### src/verilog/hrs_pkg.sv
// Package for the home return sequencer: constants, states and carriers.
// Assumes a 50 MHz reference clock and a single top module using it.
package hrs_pkg;

    localparam int unsigned CLK_HZ = 50_000_000;
    // Ramp step period in microseconds; one velocity step per tick
    localparam int unsigned RAMP_TICK_US = 10;
    localparam int unsigned RAMP_TICK_CYC = (CLK_HZ / 1_000_000) * RAMP_TICK_US;
    // Stop-to-restart pause length in ramp ticks
    localparam int unsigned PAUSE_TICKS = 4;
    localparam logic [7:0] ALARM_NO_DOG = 8'h5A;
    localparam logic [7:0] ALARM_NONE = 8'h00;
    localparam logic [2:0] MODE_HOMING = 3'h2;
    localparam logic [31:0] POS_RESET = 32'h0000_0000;
    localparam logic [15:0] VEL_RESET = 16'h0000;

    typedef enum logic [3:0] {
        HRS_IDLE,
        HRS_SEEK,
        HRS_REVERSE,
        HRS_PASS_DOG,
        HRS_PAUSE,
        HRS_CREEP,
        HRS_WAIT_Z,
        HRS_SHIFT,
        HRS_AUTO_POS,
        HRS_STOP_ALARM
    } hrs_state_t;

    // Homing configuration bundle
    typedef struct packed {
        logic dog_polarity;
        logic dir_decrease;
        logic auto_return_en;
        logic [15:0] home_speed;
        logic [15:0] creep_speed;
        logic [15:0] accel_step;
        logic [15:0] decel_step;
        logic [31:0] shift_amount;
        logic [31:0] home_address;
    } hrs_cfg_t;

    // Field inputs before synchronisation
    typedef struct packed {
        logic dog_raw;
        logic z_phase;
        logic limit_fwd;
        logic limit_rev;
    } hrs_field_t;

    // One velocity step towards tgt, never past it
    function automatic logic [15:0] ramp(input logic [15:0] cur,
        input logic [15:0] tgt, input logic [15:0] up, input logic [15:0] dn);
        logic [16:0] sum;
        sum = {1'b0, cur} + {1'b0, up};
        if (cur < tgt) begin
            ramp = (sum[15:0] > tgt || sum[16]) ? tgt : sum[15:0];
        end else begin
            ramp = (cur - tgt > dn) ? cur - dn : tgt;
        end
    endfunction : ramp

endpackage : hrs_pkg

### src/verilog/hrs_home_return_sequencer.sv
// Home return sequencer: dog search, creep, Z capture, shift, auto return.
// Assumes field inputs are asynchronous pins and cfg is static while busy.
`timescale 1ns/1ps

// Operation
// - Dog active on open contact at polarity 0, closed contact at 1.
// - Ramp up with homing accel, down with homing decel constant.
// - Home point is first Z after dog rear end plus shift amount.
// - On completion load current position with home address.
// - Starting on or beyond dog, do automatic return before homing; cradle type starting on dog creeps to first Z without a return instead.
// - Move in homing direction, reverse when that limit switch activates.
// - Automatic return stops past dog front end, then homing restarts.
// - No dog found, halt at opposite limit and raise alarm 90.
// - Software travel limits disabled while automatic return in use.
// - Reverse start in homing mode launches fast positioning to home.
// - Auto positioning uses homing speed and homing time constants.
// - Dog cradle homing takes first Z after dog front end.
module hrs_home_return_sequencer (
    input wire logic ref_clk,
    input wire logic reset_n,
    input wire logic op_mode_sel_bit0,
    input wire logic op_mode_sel_bit1,
    input wire logic op_mode_sel_bit2,
    input wire logic forward_rotation_start,
    input wire logic reverse_rotation_start,
    input wire logic cradle_type,
    input wire logic absolute_system,
    input wire hrs_pkg::hrs_cfg_t cfg,
    input wire hrs_pkg::hrs_field_t field,
    output logic [31:0] cur_pos_ff,
    output logic signed [16:0] cmd_vel_ff,
    output logic busy_ff,
    output logic home_done_ff,
    output logic home_valid_ff,
    output logic homing_no_dog_alarm_ff,
    output logic [7:0] alarm_code_ff,
    output logic soft_limit_en_ff
);

    logic [3:0] sync1_ff;
    logic [3:0] sync2_ff;
    logic [2:0] start_s1_ff;
    logic [2:0] start_s2_ff;
    logic fstart_d_ff;
    logic rstart_d_ff;
    logic dog_d_ff;
    logic z_d_ff;
    hrs_pkg::hrs_state_t state_ff;
    hrs_pkg::hrs_state_t nxt_state;
    logic [15:0] speed_ff;
    logic [15:0] target_ff;
    logic dir_neg_ff;
    logic [31:0] remain_ff;
    logic [31:0] tick_cnt_ff;
    logic [3:0] pause_ff;
    logic left_dog_ff;

    // Double-flop all asynchronous pins
    always_ff @(posedge ref_clk or negedge reset_n) begin
        if (!reset_n) begin
            sync1_ff <= 4'h0;
            sync2_ff <= 4'h0;
            start_s1_ff <= 3'h0;
            start_s2_ff <= 3'h0;
        end else begin
            sync1_ff <= {field.dog_raw, field.z_phase, field.limit_fwd,
                         field.limit_rev};
            sync2_ff <= sync1_ff;
            start_s1_ff <= {forward_rotation_start, reverse_rotation_start,
                            op_mode_sel_bit1 & ~op_mode_sel_bit0
                            & ~op_mode_sel_bit2};
            start_s2_ff <= start_s1_ff;
        end
    end

    // polarity 0 means open contact is active
    wire dog_active = cfg.dog_polarity ? sync2_ff[3] : ~sync2_ff[3];
    wire z_now = sync2_ff[2];
    wire lim_fwd = sync2_ff[1];
    wire lim_rev = sync2_ff[0];
    wire mode_homing = start_s2_ff[0];
    wire fstart = start_s2_ff[2];
    wire rstart = start_s2_ff[1];
    wire fstart_edge = fstart & ~fstart_d_ff & mode_homing;
    // reverse start launches automatic positioning to home
    wire rstart_edge = rstart & ~rstart_d_ff & mode_homing;
    wire z_rise = z_now & ~z_d_ff;
    wire dog_fall = ~dog_active & dog_d_ff;
    wire dog_rise = dog_active & ~dog_d_ff;
    wire tick = (tick_cnt_ff == 32'(hrs_pkg::RAMP_TICK_CYC - 1));
    wire lim_home_dir = cfg.dir_decrease ? lim_rev : lim_fwd;
    wire lim_opp_dir = cfg.dir_decrease ? lim_fwd : lim_rev;
    wire stopped = (speed_ff == 16'h0000);
    wire [31:0] auto_dist = cur_pos_ff - cfg.home_address;
    wire [31:0] step = {16'h0000, speed_ff};
    wire remain_done = (remain_ff <= step);
    // Last step of a counted move lands exactly on its end point
    wire exact_move = (state_ff == hrs_pkg::HRS_SHIFT
        || state_ff == hrs_pkg::HRS_AUTO_POS) && remain_done;
    wire [31:0] move = exact_move ? remain_ff : step;

    always_comb begin
        nxt_state = state_ff;
        case (state_ff)
            hrs_pkg::HRS_IDLE: begin
                if (rstart_edge && (home_valid_ff || absolute_system)) begin
                    nxt_state = hrs_pkg::HRS_AUTO_POS;
                end else if (fstart_edge) begin
                    nxt_state = hrs_pkg::HRS_SEEK;
                end
            end
            hrs_pkg::HRS_SEEK: begin
                // dog already under axis at a non-cradle start triggers a return
                if (dog_active && !cradle_type && cfg.auto_return_en
                    && speed_ff == 16'h0000 && !left_dog_ff) begin
                    nxt_state = hrs_pkg::HRS_REVERSE;
                // reverse at limit in the homing direction
                end else if (lim_home_dir && cfg.auto_return_en) begin
                    nxt_state = hrs_pkg::HRS_REVERSE;
                end else if (dog_active) begin
                    nxt_state = hrs_pkg::HRS_CREEP;
                end
            end
            hrs_pkg::HRS_REVERSE: begin
                if (lim_opp_dir) begin
                    nxt_state = hrs_pkg::HRS_STOP_ALARM;
                end else if (dog_active) begin
                    nxt_state = hrs_pkg::HRS_PASS_DOG;
                end
            end
            hrs_pkg::HRS_PASS_DOG: begin
                // stop once past the dog front end
                if (lim_opp_dir) begin
                    nxt_state = hrs_pkg::HRS_STOP_ALARM;
                end else if (!dog_active) begin
                    nxt_state = hrs_pkg::HRS_PAUSE;
                end
            end
            hrs_pkg::HRS_PAUSE: begin
                if (stopped && pause_ff == 4'(hrs_pkg::PAUSE_TICKS)) begin
                    nxt_state = hrs_pkg::HRS_SEEK;
                end
            end
            hrs_pkg::HRS_CREEP: begin
                // cradle takes first Z after front end
                if (cradle_type && z_rise) begin
                    nxt_state = hrs_pkg::HRS_SHIFT;
                end else if (!cradle_type && (dog_fall || left_dog_ff)) begin
                    nxt_state = hrs_pkg::HRS_WAIT_Z;
                end
            end
            hrs_pkg::HRS_WAIT_Z: begin
                // first Z after rear end starts the shift
                if (z_rise) begin
                    nxt_state = hrs_pkg::HRS_SHIFT;
                end
            end
            hrs_pkg::HRS_SHIFT, hrs_pkg::HRS_AUTO_POS: begin
                if (remain_ff == 32'h0000_0000 && stopped) begin
                    nxt_state = hrs_pkg::HRS_IDLE;
                end
            end
            hrs_pkg::HRS_STOP_ALARM: begin
                if (stopped && fstart_edge) begin
                    nxt_state = hrs_pkg::HRS_IDLE;
                end
            end
            default: nxt_state = hrs_pkg::HRS_IDLE;
        endcase
    end

    always_ff @(posedge ref_clk or negedge reset_n) begin
        if (!reset_n) begin
            state_ff <= hrs_pkg::HRS_IDLE;
            fstart_d_ff <= 1'b0;
            rstart_d_ff <= 1'b0;
            dog_d_ff <= 1'b0;
            z_d_ff <= 1'b0;
            tick_cnt_ff <= 32'h0000_0000;
            left_dog_ff <= 1'b0;
        end else begin
            state_ff <= nxt_state;
            fstart_d_ff <= fstart;
            rstart_d_ff <= rstart;
            dog_d_ff <= dog_active;
            z_d_ff <= z_now;
            tick_cnt_ff <= tick ? 32'h0000_0000 : tick_cnt_ff + 32'h1;
            if (state_ff == hrs_pkg::HRS_IDLE) begin
                left_dog_ff <= 1'b0;
            end else if (dog_fall || dog_rise) begin
                left_dog_ff <= dog_fall;
            end
        end
    end

    // Target speed and direction per state
    always_ff @(posedge ref_clk or negedge reset_n) begin
        if (!reset_n) begin
            target_ff <= hrs_pkg::VEL_RESET;
            dir_neg_ff <= 1'b0;
        end else begin
            case (nxt_state)
                // homing speed while searching for the dog
                hrs_pkg::HRS_SEEK: begin
                    target_ff <= cfg.home_speed;
                    dir_neg_ff <= cfg.dir_decrease;
                end
                hrs_pkg::HRS_REVERSE, hrs_pkg::HRS_PASS_DOG: begin
                    target_ff <= cfg.home_speed;
                    dir_neg_ff <= ~cfg.dir_decrease;
                end
                // creep speed after the dog is seen
                hrs_pkg::HRS_CREEP, hrs_pkg::HRS_WAIT_Z,
                hrs_pkg::HRS_SHIFT: begin
                    target_ff <= exact_move ? 16'h0000 : cfg.creep_speed;
                    dir_neg_ff <= cfg.dir_decrease;
                end
                hrs_pkg::HRS_AUTO_POS: begin
                    target_ff <= remain_done ? 16'h0000 : cfg.home_speed;
                    dir_neg_ff <= ~auto_dist[31] & (auto_dist != 32'h0);
                end
                default: target_ff <= 16'h0000;
            endcase
        end
    end

    // ramp speed on each tick with homing constants, except zero at once on entry to alarm stop
    always_ff @(posedge ref_clk or negedge reset_n) begin
        if (!reset_n) begin
            speed_ff <= hrs_pkg::VEL_RESET;
            pause_ff <= 4'h0;
        end else begin
            if (nxt_state == hrs_pkg::HRS_STOP_ALARM) begin
                speed_ff <= 16'h0000;
            end else if (tick) begin
                speed_ff <= hrs_pkg::ramp(speed_ff, target_ff, cfg.accel_step,
                                 cfg.decel_step);
            end
            if (state_ff != hrs_pkg::HRS_PAUSE) begin
                pause_ff <= 4'h0;
            end else if (tick && stopped
                         && pause_ff != 4'(hrs_pkg::PAUSE_TICKS)) begin
                pause_ff <= pause_ff + 4'h1;
            end
        end
    end

    // Position tracking, shift distance and completion load
    always_ff @(posedge ref_clk or negedge reset_n) begin
        if (!reset_n) begin
            cur_pos_ff <= hrs_pkg::POS_RESET;
            remain_ff <= 32'h0000_0000;
            cmd_vel_ff <= 17'sh00000;
            busy_ff <= 1'b0;
            home_done_ff <= 1'b0;
            home_valid_ff <= 1'b0;
            homing_no_dog_alarm_ff <= 1'b0;
            alarm_code_ff <= hrs_pkg::ALARM_NONE;
            soft_limit_en_ff <= 1'b1;
        end else begin
            home_done_ff <= 1'b0;
            cmd_vel_ff <= (nxt_state == hrs_pkg::HRS_STOP_ALARM) ? 17'sh00000
                        : dir_neg_ff ? -$signed({1'b0, speed_ff})
                                     : $signed({1'b0, speed_ff});
            if (tick) begin
                cur_pos_ff <= dir_neg_ff ? cur_pos_ff - move
                                         : cur_pos_ff + move;
                remain_ff <= remain_done ? 32'h0000_0000 : remain_ff - step;
            end
            if (nxt_state == hrs_pkg::HRS_SHIFT
                && state_ff != hrs_pkg::HRS_SHIFT) begin
                remain_ff <= cfg.shift_amount;
            end
            if (nxt_state == hrs_pkg::HRS_AUTO_POS
                && state_ff == hrs_pkg::HRS_IDLE) begin
                remain_ff <= auto_dist[31] ? -auto_dist : auto_dist;
            end
            if (state_ff == hrs_pkg::HRS_SHIFT
                && nxt_state == hrs_pkg::HRS_IDLE) begin
                cur_pos_ff <= cfg.home_address;
                home_done_ff <= 1'b1;
                home_valid_ff <= 1'b1;
            end
            // alarm on no dog during return
            if (nxt_state == hrs_pkg::HRS_STOP_ALARM) begin
                homing_no_dog_alarm_ff <= 1'b1;
                alarm_code_ff <= hrs_pkg::ALARM_NO_DOG;
            end else if (nxt_state == hrs_pkg::HRS_IDLE) begin
                homing_no_dog_alarm_ff <= 1'b0;
                alarm_code_ff <= hrs_pkg::ALARM_NONE;
            end
            busy_ff <= (nxt_state != hrs_pkg::HRS_IDLE);
            // soft limits off while auto return enabled
            soft_limit_en_ff <= ~cfg.auto_return_en;
        end
    end

endmodule : hrs_home_return_sequencer

### config.mk
export PLATFORM = sky130hd
export DESIGN_NAME = hrs_home_return_sequencer
export DESIGN_NICKNAME = d
export VERILOG_FILES = /design/src/verilog/hrs_pkg.sv /design/src/verilog/hrs_home_return_sequencer.sv
export SDC_FILE = /design/constraint.sdc
export NUM_CORES = 1
export LEC_CHECK = 0
export BUFFER_PORTS_ARGS = -buffer_cell sky130_fd_sc_hd__buf_2
export CAP_MARGIN = 10
export CORE_AREA = 4 4 244 246
export CTS_CLUSTER_DIAMETER = 40
export CTS_CLUSTER_SIZE = 20
export DETAILED_ROUTE_END_ITERATION = 8
export DIE_AREA = 0 0 248 250
export PLACE_DENSITY_LB_ADDON = 0.1
export SETUP_SLACK_MARGIN = 0.02
export SYNTH_ARGS = -nofsm -noshare
export SYNTH_HDL_FRONTEND = slang
export SYNTH_SLANG_ARGS = --single-unit
### constraint.sdc
create_clock -name ref_clk -period 8 [get_ports ref_clk]
set_input_delay 1.6 -clock ref_clk [delete_from_list [all_inputs] [get_ports ref_clk]]
set_output_delay 1.6 -clock ref_clk [all_outputs]
set_load 0.02 [all_outputs]
==> results.cfg, run 1 <==
[run_status]
outcome = finished clean

[timing]
totalNegativeSetupSlack_ps = 0
skew_ps = 22.7
relSlewSlack = 0.329
fmax_mhz = 148
slew_violations = 0
worstMarginPinSlew_ps = 1010
setup_viol = 0
whs_ps = 353
finalCriticalPeriod_ps = 6760
finalCritPeriodShare = 0.845
grt_setup_unrepaired = no
hold_viol = 0

[clock_tree]
cts-hold-fix-buffers = 0
clock-root-buffer = clkbuf_16
clockBufferDepth = 2
cts_buffers = 17
clock_sinks = 178
clk_latency_ps = 510
clk_pin_slew_ps = 80
cts_tree = yes
ctsResizeCount = 0
cts_max_level = 4
post_cts_buffers = 0

[yosys]
ys_async_sr_fraction = 1.00
avgSynthCellArea_um2 = 8.19
yosysSeqAreaShare = 0.262
postSynthCellCount = 2078
synth-edff-count = 0
syn_area_um2 = 17000
synth_ff_type = dfrtp_1
ys_seq_elements = 178
ys_types = 91
ys_warn_count = 0

[global_route]
grt_pass1_vias = 15906
antenna_found_initial = 0
grt_pass1_wl_um = 94900
grt-ovfl-total = 0
grt_max_degree = 110
grtUsageTotal = 0.198

[placement]
routabilityCongestion = 0.920
placed_area_um2 = 18800
port_buffers = 201
place_hpwl_um = 48800
dp_cells = 2986

[finish]
num_antenna_cells = 0
area_growth_pct = 14.2
nets = 2553
post_layout_nonfiller_instances = 3018
final_area_um2 = 19400
multi_input_area_um2 = 11700
drive_gt1_frac = 0.133
seqCellArea_um2 = 4460
fillers = 6059

[route]
top_layer = met4
vias_per_cell = 5.36
ant_nets = 0
drc = 0
wire_per_inst_um = 20.5
num_vias = 16184
met3_length_um = 3050
wl_met1_um = 29200
routed_wl_um = 61900
drt_iter0_drc = 1011
routed-wl-met2_um = 28400
first_pass_iters = 5

[worst_setup_path]
r2r_setup_slack_ps = 1240
r2r-end = cur_pos_ff[30]
startpoint_type = flop
worstPathCellList = inv_1, fa_1, nand3_1, a21oi_1, o311ai_0, a21boi_0, o311a_1, o221ai_4, nor2_1, nor2_1, xor2_1, ha_1, a21o_1, a21o_1, a21o_1, a21o_1, a21oi_1, o21ai_0, a211oi_1, o21ai_0, o41ai_1, mux2i_1, o211ai_1
critPathRequiredTime_ps = 8370
r2r-start = speed_ff[1]
arrival_ps = 7130
cpMostUsedCell = a21o_1
crit_type = reg -> reg
crit_slowest_cell = dfrtp_1
critPathCaptureType = flop
crit_path_max_incr_delay_ps = 650
crit_fanout = 18
reg2regPathDepth = 23

[die]
rows = 88
fp.dieH_um = 250
core_um2 = 57400
start_util = 0.297
ios = 206
dieArea_um2 = 62000
dieWidth_um = 248

[min_path]
hold_depth = 0
whs_endpoint = start_s2_ff[2]
hold_start = start_s1_ff[2]
holdCritPathClass = reg -> reg

[power]
leakagePower_nw = 8.81
ir_worst_vdd_mv = 0.200
pwr_density_cell_nw_per_um2 = 322

[flow_run]
drv_cap = 0
[layer usage]
| metal | track usage | vias to the layer above |
|---|---|---|
| li1 | - | 7963 |
| met1 | 0.276 | 7755 |
| met2 | 0.316 | 404 |
| met3 | 0.0327 | 62 |
| met4 | 0.0563 | 0 |
| met5 | 0 | - |
[critical path, delay by kind of cell, from the launching register on]
kind                     cells  cell delay, ps
AO/OA/AOI/OAI               15            4140
AND/OR/NAND/NOR              3             370
flip-flops                   1             650
XOR/XNOR                     1             200
buffers and inverters        1             200
adder cells (fa/ha/maj)      2             830
multiplexers                 1             240
[logic make-up (layout without fill, tap and decap cells)]
family                     count (synthesis)  in the layout  share of synthesized area
xor gates and xnor gates                 183            183                     0.0941
DFF                                      178            178                      0.262
muxes                                     31             31                     0.0189
buffers and inverters                    220            392                     0.0530
adders and majority gates                169            169                      0.127
and+or+nand+nor                          638            638                      0.184
AOI/OAI and AO/OA                        658            658                      0.261
other                                      1              4                   0.000220
[registers in the layout, indices dropped and copies added (netlist names)]
name / count
sync2_ff: 4
dog_d_ff: 1
alarm_code_ff: 1
remain_ff: 32
pause_ff: 4
left_dog_ff: 1
home_valid_ff: 1
cur_pos_ff: 32
fstart_d_ff: 1
speed_ff: 16
start_s2_ff: 3
cmd_vel_ff: 17
busy_ff: 1
home_done_ff: 1
state_ff: 4
target_ff: 16
tick_cnt_ff: 32
dir_neg_ff: 1
z_d_ff: 1
soft_limit_en_ff: 1
sync1_ff: 4
start_s1_ff: 3
rstart_d_ff: 1
[layout make-up]
class,instances,share of cell area
clock buffer,17,0.0219
clock inverter,15,0.00978
tap,765,0.0492
inverter,131,0.0253
multi-input combinational,1683,0.602
sequential,178,0.229
timing repair buffer,229,0.0630
[worst max path at each step]
stage,to,start,slack [ps]
5_1_grt,cur_pos_ff[30],speed_ff[1],800
3_5_place_dp,cur_pos_ff[30],speed_ff[1],1330
2_1_floorplan,cur_pos_ff[30],speed_ff[1],2200
6_report,cur_pos_ff[30],speed_ff[1],1240
3_3_place_gp,cur_pos_ff[30],speed_ff[1],1460
4_1_cts,cur_pos_ff[30],speed_ff[1],1280
[through the flow]
step / setup slack, ps / util / power (mW)
finish: 1240 / 0.339 / 6.27
global route: 804 / 0.339 / 6.81
CTS: 1280 / 0.339 / 6.30
detailed placement: 1330 / 0.328 / 5.32
global placement: 1460 / 0.328 / 5.32
floorplan: 2200 / - / 4.21
[synthesized netlist by cell type, drive strengths merged, types with 10 or more instances]
library cell | count | share of area
buf | 25 | 0.010
nand2b | 19 | 0.0070
a211oi | 41 | 0.018
and2 | 17 | 0.0062
nand2 | 144 | 0.032
o21a | 36 | 0.016
or4 | 13 | 0.0062
o31ai | 14 | 0.0065
o211ai | 31 | 0.014
or3 | 21 | 0.0080
clkbuf | 64 | 0.014
nand3 | 51 | 0.015
inv | 130 | 0.029
a22o | 16 | 0.0082
o31a | 11 | 0.0057
a221oi | 17 | 0.0087
mux2i | 28 | 0.016
o21ai | 131 | 0.039
nand4 | 22 | 0.0081
or2 | 10 | 0.0037
xor2 | 67 | 0.034
xnor2 | 116 | 0.060
a31oi | 22 | 0.0081
and3 | 19 | 0.0070
a21oi | 159 | 0.047
nor4 | 22 | 0.0081
ha | 163 | 0.12
nor2 | 198 | 0.044
o311ai | 14 | 0.0072
o21bai | 12 | 0.0053
dfrtp | 177 | 0.26
nor3 | 50 | 0.017
nor2b | 20 | 0.0073
a221o | 11 | 0.0065
a21o | 51 | 0.022
o41ai | 23 | 0.013
[where the power goes]
group	internal [mW]	switching, mW	leakage, nW
Combinational	1.60	2.40	6.25
Clock	0.474	0.452	0.296
Sequential	1.08	0.259	2.27
[cells in the final DEF, fill, tap and decap left out, types with 28 or more instances in the layout]
master,n
nor2_1,197
inv_1,128
o211ai_1,30
mux2i_1,28
o21ai_0,123
nor3_1,45
buf_2,200
nand2_1,142
xor2_1,67
xnor2_1,115
a211oi_1,41
dfrtp_1,177
a21o_1,51
o21a_1,36
a21oi_1,159
ha_1,163
buf_4,28
nand3_1,51
(Power assumes the default switching activity.)
==> run 2, diff against run 1 <==
Clock period 8 ns to 6.65 ns, I/O delays scaled along.
==> run 2 against run 1 <==
Compared with the run above: power increased by 20%; register-to-register slack got worse by 740 ps; combinational power increased by 20%; die area unchanged; flip-flop and latch count unchanged; sequential share of layout area decreased by 0.21 points; cell area increased by 0.94%; global-route usage increased by 0.26 points; utilization increased by 0.32 points; clock skew decreased by 8.6 ps; clock power increased by 17%; largest power group unchanged; highest routed layer unchanged.
==> results.cfg, run 2 (synthesized netlist as in run 1, its figures left out) <==
[run_status]
outcome = finished clean

[route]
wire_per_inst_um = 20.6
drt_iter0_drc = 918
vias_per_cell = 5.35
num_vias = 16276
drc = 0
ant_nets = 0
routed_wl_um = 62700
first_pass_iters = 5

[worst_setup_path]
critPathCaptureType = flop
startpoint_type = flop
r2r-start = speed_ff[0]
crit_type = reg -> reg
r2r-end = speed_ff[8]
crit_path_max_incr_delay_ps = 430
reg2regPathDepth = 28
critPathRequiredTime_ps = 7020
crit_slowest_cell = dfrtp_1
r2r_setup_slack_ps = 500
arrival_ps = 6510
cpMostUsedCell = o21a_1
crit_fanout = 14

[timing]
fmax_mhz = 163
slew_violations = 0
hold_viol = 0
whs_ps = 353
setup_viol = 0
worstMarginPinSlew_ps = 1180
relSlewSlack = 0.200
totalNegativeSetupSlack_ps = 0
finalCriticalPeriod_ps = 6150
grt_setup_unrepaired = no
skew_ps = 14.1
finalCritPeriodShare = 0.924

[placement]
place_hpwl_um = 50000
placed_area_um2 = 19000
dp_cells = 3009
port_buffers = 201
routabilityCongestion = 0.913

[clock_tree]
cts_buffers = 17
clk_pin_slew_ps = 80
clock_sinks = 178
clockBufferDepth = 2
clock-root-buffer = clkbuf_16
cts_tree = yes
cts_max_level = 4
cts-hold-fix-buffers = 0
clk_latency_ps = 510

[global_route]
grt_pass1_wl_um = 95700
grt-ovfl-total = 0
grt_busiest_layer = met2
grt_pass1_vias = 16211
use_met3 = 0.0406
grt_max_degree = 79
use_met1 = 0.276
grtUsageTotal = 0.201
met2_usage = 0.323
antenna_found_initial = 0

[die]
start_util = 0.297
dieArea_um2 = 62000
ios = 206
rows = 88
fp.dieH_um = 250
core_um2 = 57400
dieWidth_um = 248

[finish]
final_common_cell = buf_2
largestRegisters = cur_pos_ff: 32 flops, remain_ff: 32 flops, tick_cnt_ff: 32 flops
post_layout_nonfiller_instances = 3041
final_area_um2 = 19600
area_growth_pct = 15.3
drive_gt1_frac = 0.142
nets = 2576
layout_common_cells = buf_2, nor2_1, dfrtp_1, ha_1, a21oi_1
num_antenna_cells = 0

[min_path]
holdCritPathClass = reg -> reg
hold_start = start_s1_ff[1]
hold_depth = 0
whs_endpoint = start_s2_ff[1]

[power]
pwr_density_cell_nw_per_um2 = 382
leakagePower_nw = 8.93
power_mw = 7.50
ir_worst_vdd_mv = 0.264

[flow_run]
drv_cap = 0
-- run 2: metal layers --
layer,vias to the layer above,wire (um)
met5,-,0
met4,0,1390
met3,62,2810
met2,369,28800
met1,7840,29700
li1,8005,-
-- run 2: worst max-delay path by stage --
stage | start | to | slack (ps) | cells after the start
after global routing | remain_ff[0] | cur_pos_ff[31] | 90 | 26
after global placement | cfg[80] | speed_ff[6] | -40 | 19
final | speed_ff[0] | speed_ff[8] | 500 | 28
after CTS | remain_ff[0] | cur_pos_ff[31] | 310 | 26
after floorplan | speed_ff[1] | cur_pos_ff[30] | 850 | 23
after detailed placement | cfg[80] | speed_ff[6] | -30 | 19
-- run 2: power by group --
group | total (mW) | leakage [nW] | switching [mW] | internal [mW]
logic | 4.82 | 6.37 | 2.87 | 1.96
clock network | 1.08 | 0.288 | 0.572 | 0.507
registers | 1.60 | 2.27 | 0.295 | 1.30
-- run 2: cell type report --
class,count,area (um^2)
fill,6092,37700
multi-input combinational,1683,11700
sequential,178,4460
timing repair buffer,252,1410
tap,765,957
inverter,131,492
clock buffer,18,429
clock inverter,14,166
-- run 2: critical path: cells and delay by family (launching register included) --
kind / cells / cell delay [ps]
AOI/OAI and AO/OA: 11 / 2370
and+or+nand+nor: 9 / 1650
adders and majority gates: 3 / 880
buffers and inverters: 4 / 570
DFF: 1 / 430
xor gates and xnor gates: 1 / 90
-- run 2: through the flow --
| step | utilization | setup WS [ps] |
|---|---|---|
| 6_report | 0.342 | 504 |
| 5_1_grt | 0.342 | 89.6 |
| 4_1_cts | 0.342 | 306 |
| 3_5_place_dp | 0.332 | -34.3 |
| 3_3_place_gp | 0.332 | -43.9 |
| 2_1_floorplan | - | 855 |
-- run 2: timing repair --
| item | 4_1_cts | 5_1_grt |
|---|---|---|
| endpoints found under the setup margin | 0 | 11 |
| setup buffers | 0 | 0 |
| resized for setup | 0 | 4 |
==> run 3, diff against run 2 <==
Clock period 6.65 ns to 5.36 ns, I/O delays scaled along.
==> run 3 against run 2 <==
Compared with the run above: count of clock-buffer cells in the layout grew 1; non-clock buffer count grew 221; die area is the same; utilization grew 4.4 points; cell area grew 13%; wire length grew 4.3%; critical path depth shrank 7; critical endpoint is now cur_pos_ff[30]; largest cell class unchanged; highest routed layer unchanged.
==> results.cfg, run 3 (synthesized netlist as in run 1, its figures left out) <==
[run_status]
outcome = finished clean

[die]
ios = 206
dieArea_um2 = 62000
fp.dieH_um = 250
dieWidth_um = 248
rows = 88
start_util = 0.297
core_um2 = 57400

[route]
num_vias = 17186
vias_per_cell = 5.27
first_pass_iters = 5
ant_nets = 0
wire_per_inst_um = 20.1
routed_wl_um = 65400
drc = 0
drt_iter0_drc = 1110

[finish]
final_area_um2 = 22100
layout_common_cells = buf_4, buf_2, nor2_1, dfrtp_1, ha_1
final_common_cell = buf_4
num_antenna_cells = 0
area_growth_pct = 30.0
nets = 2797
largestRegisters = cur_pos_ff: 32 flops, remain_ff: 32 flops, tick_cnt_ff: 32 flops
drive_gt1_frac = 0.264

[placement]
port_buffers = 201
placed_area_um2 = 20600
routabilityCongestion = 0.896
place_hpwl_um = 52000
pre_cts_ws_ps = -559

[worst_setup_path]
critPathCaptureType = flop
crit_fanout = 7
reg2regPathDepth = 21
critPathRequiredTime_ps = 5730
r2r_setup_slack_ps = 20
arrival_ps = 5710
critPathLaunch = remain_ff[17]
r2r-start = remain_ff[17]
crit_type = reg -> reg
startpoint_type = flop

[timing]
fmax_mhz = 187
skew_ps = 15.0
relSlewSlack = 0.173
slew_violations = 0
grt_setup_unrepaired = yes
worstMarginPinSlew_ps = 1240
fin_ws_ps = 21.5
hold_viol = 0
finalCriticalPeriod_ps = 5340
finalCritPeriodShare = 0.996
setup_viol = 0

[global_route]
grt_max_degree = 112
grt_pass1_vias = 17126
grt-ovfl-total = 0
grtUsageTotal = 0.207
antenna_found_initial = 0
grt_pass1_wl_um = 99700

[power]
ir_worst_vdd_mv = 0.288
pwr_density_cell_nw_per_um2 = 478
leakagePower_nw = 10.2

[flow_run]
drv_cap = 0

[clock_tree]
clk_pin_slew_ps = 80
clk_latency_ps = 500
clock_sinks = 178
clockBufferDepth = 2
clock-root-buffer = clkbuf_16
cts_buffers = 17
cts_max_level = 4
cts_tree = yes

[min_path]
holdCritPathClass = reg -> reg
hold_start = start_s1_ff[1]
hold_depth = 0
-- run 3: changes by cell type in the layout (fill, tap and decap cells not counted), moves of 9 or more --
cell / delta
o21ai_0: -21
o21ai_1: +9
a21oi_1: -17
buf_4: +204
nor2_1: -9
o21ai_2: +11
o41ai_1: -9
a21oi_2: +15
a221oi_1: -9
-- run 3: layout make-up --
class / instances / area, um^2
Fill cell: 5945 / 35200
Clock buffer: 19 / 453
Tap cell: 765 / 957
Sequential cell: 178 / 4460
Inverter: 131 / 492
Clock inverter: 13 / 145
Timing Repair Buffer: 473 / 3200
Multi-Input combinational cell: 1683 / 12400
-- run 3: metal layers --
metal / up-vias / track usage / wire length [um] / share of wire
met2: 353 / 0.337 / 30800 / 0.47
met3: 54 / 0.0287 / 2400 / 0.037
met1: 8338 / 0.286 / 30900 / 0.47
li1: 8441 / - / - / -
met5: - / 0 / 0 / 0
met4: 0 / 0.0551 / 1350 / 0.021
-- run 3: what timing repair did --
| item | 4_1_cts | 5_1_grt |
|---|---|---|
| hold buffers | 0 | 0 |
| pin swaps | 15 | 69 |
| resized for setup | 45 | 134 |
| setup buffers | 4 | 23 |
| setup endpoints to repair | 34 | 34 |
-- run 3: power by group --
group | switching (mW) | leakage, nW | internal, mW
combinational | 4.01 | 7.65 | 3.26
clock | 0.673 | 0.292 | 0.685
sequential | 0.344 | 2.26 | 1.62
-- run 3: final timing paths --
kind | end
min in group asynchronous | tick_cnt_ff[30]
max in group asynchronous | cur_pos_ff[5]
worst min register to register | start_s2_ff[1]
worst min-delay path | start_s2_ff[1]
worst max register to register | cur_pos_ff[30]
worst max-delay path | cur_pos_ff[30]
-- run 3: critical path, cell delays in order (launching register included) --
cell and delay (ps):
dfrtp_1 400, or4_4 530, or4_4 470, or3_4 400, nor3_4 190, buf_12 170
buf_12 130, nor2_2 50, a211oi_2 190, xor2_1 280, ha_2 350, a21o_1 200
a21oi_2 170, o21a_1 210, o211ai_1 120, nand2_1 170, o21ai_2 110, a211oi_2 260
o21ai_2 110, o41ai_2 360, mux2i_1 240, o211ai_1 110
-- run 3: through the flow --
| step | util | cells | total power [mW] | hold WS [ps] | TNS, ps |
|---|---|---|---|---|---|
| floorplan | - | 2081 | 6.31 | 331 | 0 |
| global placement | 0.358 | 3204 | 8.75 | 333 | -6790 |
| detailed placement | 0.358 | 3204 | 8.76 | 336 | -9350 |
| CTS | 0.372 | 3240 | 10.3 | 354 | 0 |
| global route | 0.386 | 3262 | 11.5 | 360 | -694 |
| finish | 0.386 | 3262 | 10.6 | 352 | 0 |
